**config.mk**
```make
export PLATFORM = sky130hd
export DESIGN_NAME = lsp_packer
export DESIGN_NICKNAME = d
export VERILOG_FILES = /design/src/common/lsp_pkg.sv /design/src/rtl/lsp_packer.sv
export SDC_FILE = /design/constraint.sdc
export NUM_CORES = 1
export LEC_CHECK = 0
export ABC_AREA = 1
export BUFFER_PORTS_ARGS = -buffer_cell sky130_fd_sc_hd__buf_2
export CAP_MARGIN = 10
export CORE_AREA = 8 8 272 274
export DETAILED_ROUTE_END_ITERATION = 6
export DIE_AREA = 0 0 280 282
export PLACE_DENSITY = 0.48
export SYNTH_ARGS = -nofsm -noshare
export SYNTH_HDL_FRONTEND = slang
export SYNTH_SLANG_ARGS = --single-unit
```
**constraint.sdc**
```tcl
create_clock -name CLK_SYS -period 1.55 [get_ports CLK_SYS]
set_clock_uncertainty 0.2 [all_clocks]
set_input_delay 0 -clock CLK_SYS [delete_from_list [all_inputs] [get_ports CLK_SYS]]
set_output_delay 0 -clock CLK_SYS [all_outputs]
set_load 0.02 [all_outputs]
```
**src/common/lsp_pkg.sv**
```systemverilog
/*
 * Package for the lane sample packer: mode indices, widths and the
 * carriers for input samples and the lane words.
 * Assumes a single 200 MHz clock domain with no software registers.
 */
package lsp_pkg;
    localparam int SAMPLE_W = 12;
    localparam int IQ_W = 15;
    localparam int WORD_W = 16;
    localparam int NUM_SAMP = 16;
    localparam int NUM_IQ = 8;
    localparam int NUM_FLAG = 4;
    localparam int LANES_PER_GROUP = 8;
    localparam int MODE_W = 7;
    localparam logic [6:0] MODE_SC_BYP_A = 7'h13;
    localparam logic [6:0] MODE_SC_BYP_B = 7'h2A;
    localparam logic [6:0] MODE_DC_BYP_A = 7'h14;
    localparam logic [6:0] MODE_DC_BYP_B = 7'h2B;
    localparam logic [6:0] MODE_D4_L4_A = 7'h15;
    localparam logic [6:0] MODE_D4_L4_B = 7'h24;
    localparam logic [6:0] MODE_D4_L8_A = 7'h16;
    localparam logic [6:0] MODE_D4_L8_B = 7'h2E;
    localparam logic [6:0] MODE_D8_L2_A = 7'h17;
    localparam logic [6:0] MODE_D8_L2_B = 7'h26;
    localparam logic [6:0] MODE_D8_L2_C = 7'h3D;
    localparam logic [6:0] MODE_D8_L2_D = 7'h40;
    localparam logic [6:0] MODE_D8_L2_E = 7'h45;
    localparam logic [6:0] MODE_D8_L2_F = 7'h47;
    localparam logic [6:0] MODE_D8_L4_A = 7'h18;
    localparam logic [6:0] MODE_D8_L4_B = 7'h30;
    localparam logic [6:0] MODE_D8_L4_C = 7'h3E;
    localparam logic [6:0] MODE_D8_L4_D = 7'h41;
    localparam logic [6:0] MODE_D8_L4_E = 7'h46;
    localparam logic [6:0] MODE_D4_L16_A = 7'h19;
    localparam logic [6:0] MODE_D4_L16_B = 7'h34;

    typedef enum logic [6:0] {
        MAP_NONE = 7'h01,
        MAP_BYP_SC = 7'h02,
        MAP_BYP_DC = 7'h04,
        MAP_IQ2 = 7'h08,
        MAP_IQ4 = 7'h10,
        MAP_IQ1 = 7'h20,
        MAP_IQ8 = 7'h40
    } lsp_map_type;

    typedef struct packed {
        logic [NUM_SAMP-1:0][SAMPLE_W-1:0] samp;
        logic [NUM_IQ-1:0][IQ_W-1:0] in_i;
        logic [NUM_IQ-1:0][IQ_W-1:0] in_q;
        logic [NUM_FLAG-1:0] overrange_flag_inphase;
        logic [NUM_FLAG-1:0] overrange_flag_quadrature;
    } lsp_in_type;

    typedef struct packed {
        logic [LANES_PER_GROUP-1:0][WORD_W-1:0] lane_group_a;
        logic [LANES_PER_GROUP-1:0][WORD_W-1:0] lane_group_b;
    } lsp_lanes_type;
endpackage

```
**src/rtl/lsp_packer.sv**
```systemverilog
/*
 * Lane sample packer: places samples, or I/Q samples with over-range
 * flags, onto the 16-bit words of lane groups A and B per link mode.
 * Assumes inputs come from logic on the same clock, one frame per valid.
 */
`timescale 1ns/10ps
module lsp_packer
    import lsp_pkg::*;
(
    // Clock, reset and enable
    input wire logic CLK_SYS,
    input wire logic NRST,
    input wire logic CE,
    // Configuration
    input wire logic [lsp_pkg::MODE_W-1:0] LINK_MODE_INDEX,
    // Frame in
    input wire logic IN_VALID,
    input wire lsp_pkg::lsp_in_type IN_DATA,
    // Lanes out
    output logic OUT_VALID,
    output lsp_pkg::lsp_lanes_type OUT_LANES
);
    import lsp_pkg::*;

    // ==========================================================
    // Mode decode
    // ==========================================================
    function automatic lsp_map_type decode_mode(input logic [MODE_W-1:0] m);
        unique case (m)
            MODE_SC_BYP_A, MODE_SC_BYP_B: decode_mode = MAP_BYP_SC;
            MODE_DC_BYP_A, MODE_DC_BYP_B: decode_mode = MAP_BYP_DC;
            MODE_D4_L4_A, MODE_D4_L4_B, MODE_D8_L4_A, MODE_D8_L4_B, MODE_D8_L4_C,
            MODE_D8_L4_D, MODE_D8_L4_E: decode_mode = MAP_IQ2;
            MODE_D4_L8_A, MODE_D4_L8_B: decode_mode = MAP_IQ4;
            MODE_D8_L2_A, MODE_D8_L2_B, MODE_D8_L2_C, MODE_D8_L2_D, MODE_D8_L2_E,
            MODE_D8_L2_F: decode_mode = MAP_IQ1;
            MODE_D4_L16_A, MODE_D4_L16_B: decode_mode = MAP_IQ8;
            default: decode_mode = MAP_NONE;
        endcase
    endfunction

    // Packs four 12-bit samples into three 16-bit words, MSB first.
    function automatic logic [3*WORD_W-1:0] pack4(input logic [SAMPLE_W-1:0] s0,
            input logic [SAMPLE_W-1:0] s1, input logic [SAMPLE_W-1:0] s2,
            input logic [SAMPLE_W-1:0] s3);
        pack4 = {s0, s1, s2, s3};
    endfunction

    wire lsp_map_type map_sel = decode_mode(LINK_MODE_INDEX);

    // ==========================================================
    // Lane word construction
    // ==========================================================
    logic [LANES_PER_GROUP-1:0][WORD_W-1:0] byp_sc_a, byp_sc_b, byp_dc_a, byp_dc_b;
    logic [LANES_PER_GROUP-1:0][WORD_W-1:0] iq_a, iq_b, iq8_a, iq8_b;
    logic [2:0][WORD_W-1:0] pk_sa0, pk_sa1, pk_sb0, pk_sb1, pk_da0, pk_da1, pk_db0, pk_db1;

    assign pk_sa0 = pack4(IN_DATA.samp[0], IN_DATA.samp[2], IN_DATA.samp[4], IN_DATA.samp[6]);
    assign pk_sa1 = pack4(IN_DATA.samp[8], IN_DATA.samp[10], IN_DATA.samp[12],
                          IN_DATA.samp[14]);
    assign pk_sb0 = pack4(IN_DATA.samp[1], IN_DATA.samp[3], IN_DATA.samp[5], IN_DATA.samp[7]);
    assign pk_sb1 = pack4(IN_DATA.samp[9], IN_DATA.samp[11], IN_DATA.samp[13],
                          IN_DATA.samp[15]);
    assign pk_da0 = pack4(IN_DATA.samp[0], IN_DATA.samp[1], IN_DATA.samp[2], IN_DATA.samp[3]);
    assign pk_da1 = pack4(IN_DATA.samp[4], IN_DATA.samp[5], IN_DATA.samp[6], IN_DATA.samp[7]);
    assign pk_db0 = pack4(IN_DATA.samp[8], IN_DATA.samp[9], IN_DATA.samp[10],
                          IN_DATA.samp[11]);
    assign pk_db1 = pack4(IN_DATA.samp[12], IN_DATA.samp[13], IN_DATA.samp[14],
                          IN_DATA.samp[15]);

    genvar g;
    generate
        for (g = 0; g < LANES_PER_GROUP; g++) begin : g_lane
            // The top word (index 2) of a packed triple sits on the lowest lane of the three.
            if (g < 3) begin : g_lo
                assign byp_sc_a[g] = pk_sa0[2-g];
                assign byp_sc_b[g] = pk_sb0[2-g];
                assign byp_dc_a[g] = pk_da0[2-g];
                assign byp_dc_b[g] = pk_db0[2-g];
            end else if (g < 6) begin : g_hi
                assign byp_sc_a[g] = pk_sa1[5-g];
                assign byp_sc_b[g] = pk_sb1[5-g];
                assign byp_dc_a[g] = pk_da1[5-g];
                assign byp_dc_b[g] = pk_db1[5-g];
            end else begin : g_unused
                assign byp_sc_a[g] = '0;
                assign byp_sc_b[g] = '0;
                assign byp_dc_a[g] = '0;
                assign byp_dc_b[g] = '0;
            end
            // I on A, Q on B
            if (g < NUM_FLAG) begin : g_iq
                assign iq_a[g] = {IN_DATA.in_i[g], IN_DATA.overrange_flag_inphase[g]};
                assign iq_b[g] = {IN_DATA.in_q[g], IN_DATA.overrange_flag_quadrature[g]};
            end else begin : g_iq_none
                assign iq_a[g] = '0;
                assign iq_b[g] = '0;
            end
            assign iq8_a[g] = {IN_DATA.in_i[g], IN_DATA.overrange_flag_inphase[g/2]};
            assign iq8_b[g] = {IN_DATA.in_q[g], IN_DATA.overrange_flag_quadrature[g/2]};
        end
    endgenerate

    // Lanes beyond the mode's count are zeroed so unused lanes stay quiet.
    function automatic logic [LANES_PER_GROUP-1:0][WORD_W-1:0] keep(
            input logic [LANES_PER_GROUP-1:0][WORD_W-1:0] w, input int n);
        keep = '0;
        for (int k = 0; k < LANES_PER_GROUP; k++) begin
            if (k < n) begin
                keep[k] = w[k];
            end
        end
    endfunction

    lsp_lanes_type lanes_d, lanes_q;
    logic valid_q;

    always_comb begin
        lanes_d = '0;
        unique case (map_sel)
            MAP_BYP_SC: begin
                lanes_d.lane_group_a = byp_sc_a;
                lanes_d.lane_group_b = byp_sc_b;
            end
            MAP_BYP_DC: begin
                lanes_d.lane_group_a = byp_dc_a;
                lanes_d.lane_group_b = byp_dc_b;
            end
            MAP_IQ1: begin
                lanes_d.lane_group_a = keep(iq_a, 1);
                lanes_d.lane_group_b = keep(iq_b, 1);
            end
            MAP_IQ2: begin
                lanes_d.lane_group_a = keep(iq_a, 2);
                lanes_d.lane_group_b = keep(iq_b, 2);
            end
            MAP_IQ4: begin
                lanes_d.lane_group_a = iq_a;
                lanes_d.lane_group_b = iq_b;
            end
            MAP_IQ8: begin
                lanes_d.lane_group_a = iq8_a;
                lanes_d.lane_group_b = iq8_b;
            end
            MAP_NONE: begin
                lanes_d = '0;
            end
        endcase
    end

    // ==========================================================
    // Output registers
    // ==========================================================
    always_ff @(posedge CLK_SYS) begin
        if (!NRST) begin
            lanes_q <= '0;
            valid_q <= 1'b0;
        end else if (CE) begin
            lanes_q <= IN_VALID ? lanes_d : lanes_q;
            valid_q <= IN_VALID && (map_sel != MAP_NONE);
        end
    end

    assign OUT_LANES = lanes_q;
    assign OUT_VALID = valid_q;

    // ==========================================================
    // Checks
    // ==========================================================
    chk_sc_even_lane: assert property (@(posedge CLK_SYS) disable iff (!NRST)
        CE && IN_VALID && map_sel == MAP_BYP_SC |=>
        OUT_LANES.lane_group_a[0][15:4] == $past(IN_DATA.samp[0]))
        else $error("single bypass lane A0 wrong");
    chk_pack_tail: assert property (@(posedge CLK_SYS) disable iff (!NRST)
        CE && IN_VALID && map_sel == MAP_BYP_SC |=>
        OUT_LANES.lane_group_b[5][11:0] == $past(IN_DATA.samp[15]))
        else $error("packed tail sample wrong");
    chk_dc_chan_b: assert property (@(posedge CLK_SYS) disable iff (!NRST)
        CE && IN_VALID && map_sel == MAP_BYP_DC |=>
        OUT_LANES.lane_group_b[0][15:4] == $past(IN_DATA.samp[8]))
        else $error("dual bypass channel B wrong");
    chk_dc_order: assert property (@(posedge CLK_SYS) disable iff (!NRST)
        CE && IN_VALID && map_sel == MAP_BYP_DC |=>
        OUT_LANES.lane_group_a[4][15:8] == $past(IN_DATA.samp[5][7:0]))
        else $error("dual bypass order wrong");
    chk_iq2_q: assert property (@(posedge CLK_SYS) disable iff (!NRST)
        CE && IN_VALID && map_sel == MAP_IQ2 |=>
        OUT_LANES.lane_group_b[1] == {$past(IN_DATA.in_q[1]),
        $past(IN_DATA.overrange_flag_quadrature[1])} && OUT_LANES.lane_group_a[2] == '0)
        else $error("four lane IQ wrong");
    chk_iq4_flag: assert property (@(posedge CLK_SYS) disable iff (!NRST)
        CE && IN_VALID && map_sel == MAP_IQ4 |=>
        OUT_LANES.lane_group_a[3][0] == $past(IN_DATA.overrange_flag_inphase[3]))
        else $error("eight lane flag wrong");
    chk_iq1_only: assert property (@(posedge CLK_SYS) disable iff (!NRST)
        CE && IN_VALID && map_sel == MAP_IQ1 |=>
        OUT_LANES.lane_group_a[0][15:1] == $past(IN_DATA.in_i[0])
        && OUT_LANES.lane_group_b[1] == '0)
        else $error("two lane IQ wrong");
    chk_iq2_in_a: assert property (@(posedge CLK_SYS) disable iff (!NRST)
        CE && IN_VALID && map_sel == MAP_IQ2 |=>
        OUT_LANES.lane_group_a[1] == {$past(IN_DATA.in_i[1]),
        $past(IN_DATA.overrange_flag_inphase[1])})
        else $error("four lane in-phase wrong");
    chk_iq8_share: assert property (@(posedge CLK_SYS) disable iff (!NRST)
        CE && IN_VALID && map_sel == MAP_IQ8 |=>
        OUT_LANES.lane_group_b[5][0] == $past(IN_DATA.overrange_flag_quadrature[2]))
        else $error("sixteen lane flag share wrong");
    chk_mode_valid: assert property (@(posedge CLK_SYS) disable iff (!NRST)
        CE && IN_VALID |=> OUT_VALID == ($past(map_sel) != MAP_NONE))
        else $error("valid not tied to mode");
endmodule

```
==> reports/results.ini <==
[timing]
tightest_slew_ns=0.441
fin_tns_setup_ns=0
worst_slack_ns=0.0957
post-route-period-util_pct=93.8
setup_viol=0
max_freq_mhz=688
hold_violations=0
grt_setup_unrepaired=no
drv_slew=0
fin_crit_ns=1.45
relSlewSlack_pct=70.6

[global_routing]
first_global_vias=19200
globalRouteOverflowTotal=0
grtUsageTotal_pct=22.1
grt_max_degree=66
grt_first_pass_wirelength_mm=131
antenna_found_initial=17

[synthesis]
synth_top_area_share_pct=39.9
synth-seq-cells=255
yosys_warnings=0
netlist_instances=2010
synth_largest_area_cell=dfxtp_1
synth_cell_type_count=26
ys_seq_area_share_pct=39.9
netlist_area_sq_mm=0.0128
synth.top_cells.by_area=dfxtp_1 40%, nand2_1 18%, a21oi_1 14%
syn_avg_cell_area_sq_um=6.37
synth.net_count=2461

[route]
wl_met2_mm=45.7
topRoutingLayerUsed=met5
drtAntennaViolNets=0
first_pass_iters=5
drt-met1-wl_mm=36.8
wl_mm=93.0
vias=18400
wl_met3_mm=6.58
viasPerCell=4.42
detail_route.wl_per_cell_microns=22.4
drt_iter0_markers=1037
drc_errors=0

[clocking]
root_buffer=clkbuf_16
cts_sinks=255
worstSkewPairLatency_ns=0.53
cts_made_buffers=36
tritoncts=built
path_clk_slew_ns=0.07
cts_max_path_buffers=3
htreeDepth=2

[min_path]
hold_class=input pin to flip-flop
hold_end=OUT_LANES[84]
hp-start=IN_DATA[432]
holdPathStages=4

[critical_path]
r2r-start=OUT_LANES[83]
endpoint_kind=flip-flop
crit_type=input pin to flip-flop
critPathArrivalTime_ns=1.69
cp_max_fo=26
startpoint=LINK_MODE_INDEX[6]
reg2reg_slack_ns=0.58
startpoint_type=input pin
ff2ff_path_depth=2
reg2reg_to=OUT_LANES[83]
required_ns=1.79

[placement]
place_congestion=0.932
post-place-cells=3638
dpl.hpwl_mm=71.4
dp_slack_ns=-0.530
io_buffers=707

[power]
vdd.ir_drop.worst_v=0.000700
powerDensity_mw_per_mm2=764
leakage_uw=0.0112

[die]
dieHeight_microns=282
start_util_pct=18.4
core_sq_mm=0.0695
io-pin-count=708
die_width_microns=280
num_rows=97
die_area_sq_mm=0.0790

[layout]
syn_to_final_growth_pct=89.5
post-route-util_pct=34.9
fin_cells=4160
num-nets-final=3636
drive_above_1_share_pct=29.1

[flow_run]
maxCapViolCount=0

[run_status]
outcome=finished clean

power breakdown:
part | internal (uW) | switching [uW] | total [uW]
clock | 5130 | 3420 | 8550
sequential | 6640 | 48.3 | 6690
combinational | 1630 | 1650 | 3280
total | 13400 | 5120 | 18500
cell usage after synthesis, drive strengths merged:
cell,count
nand2,597
a21oi,350
dfxtp,255
o21ai,222
nor2,181
inv,123
clkbuf,100
nand3,78
buf,61
o221ai,24
o211ai,8
a31o,2
nand3b,2
nand4,2
a22oi,1
a31oi,1
and2,1
clkinv,1
o21a,1
timing repair:
item / CTS / global route
endpoints found under the hold margin: 255 / 0
resized for setup: 0 / 13
buffers inserted: 0 / 2
hold buffers: 444 / 0
endpoints found under the setup margin: 0 / 62
critical path, cell delays in order:
cell and delay [ns]:
buf_2 0.13, inv_2 0.05, buf_4 0.13, nand3_1 0.10
buf_4 0.14, o21ai_4 0.07, buf_12 0.15, inv_4 0.22
buf_12 0.25, o21ai_1 0.08, o21ai_1 0.24, a21oi_1 0.10
sequential cells by signal, indices dropped and copies added (netlist names):
register,count
OUT_LANES,254
OUT_VALID,1
placed cells by master (no fill, tap or decap), types with 3 or more instances in the layout:
cell type        n
buf_4          102
nor2_1         177
o211ai_1         8
o21ai_1        173
buf_12          40
o221ai_1        24
dlygate4sd3_1  444
inv_1          115
clkbuf_1         6
a21oi_1        349
clkbuf_8        10
inv_2            4
nand3_1         77
buf_2          708
clkbuf_16       40
nor2_2           3
nand2_1        595
clkinv_2         7
o21ai_0         46
diode_2          8
dfxtp_1        255
cells by family (layout without fill, tap and decap cells):
group | count (synthesis) | count (layout) | synth area share [%]
other cells | 0 | 8 | 0
buf+inv | 285 | 1487 | 9.06
simple gates | 861 | 861 | 26.1
flops | 255 | 255 | 39.9
compound gates | 609 | 609 | 24.9
through the flow:
stage	instance area (sq um)	total power, uW	hold WS, ns
floorplan	12800	7670	-0.0617
global placement	18400	9130	0.0565
detailed placement	18400	9130	0.0590
CTS	24100	18800	0.00540
global route	24200	19300	0.0313
finish	24200	18500	0.0522
routing by layer:
layer  up-vias  track usage [%]
met3       163             5.46
met1      8468             25.2
met5         -                0
li1       8947                -
met2       808             39.7
met4         8             8.56
area by class of cell:
| class | count | area (sq um) |
|---|---|---|
| inverters | 124 | 493 |
| repair buffers | 1298 | 9640 |
| fillers | 7512 | 45300 |
| clock buffers | 54 | 1110 |
| well taps | 940 | 1180 |
| clock inverters | 11 | 98.8 |
| flip-flops and latches | 255 | 5100 |
| multi-input cells | 1470 | 6600 |
| diodes | 8 | 20.0 |
worst max path at each step:
stage / to / slack, ns / cells past startpoint
after floorplan: OUT_LANES[0] / 0.08 / 9
after global placement: OUT_LANES[188] / -0.53 / 13
after detailed placement: OUT_LANES[182] / -0.53 / 12
after CTS: OUT_LANES[76] / 0.05 / 1
after global routing: OUT_LANES[188] / 0.003 / 13
final: OUT_LANES[182] / 0.1 / 12
No activity file was read; power rests on OpenSTA's default activity.
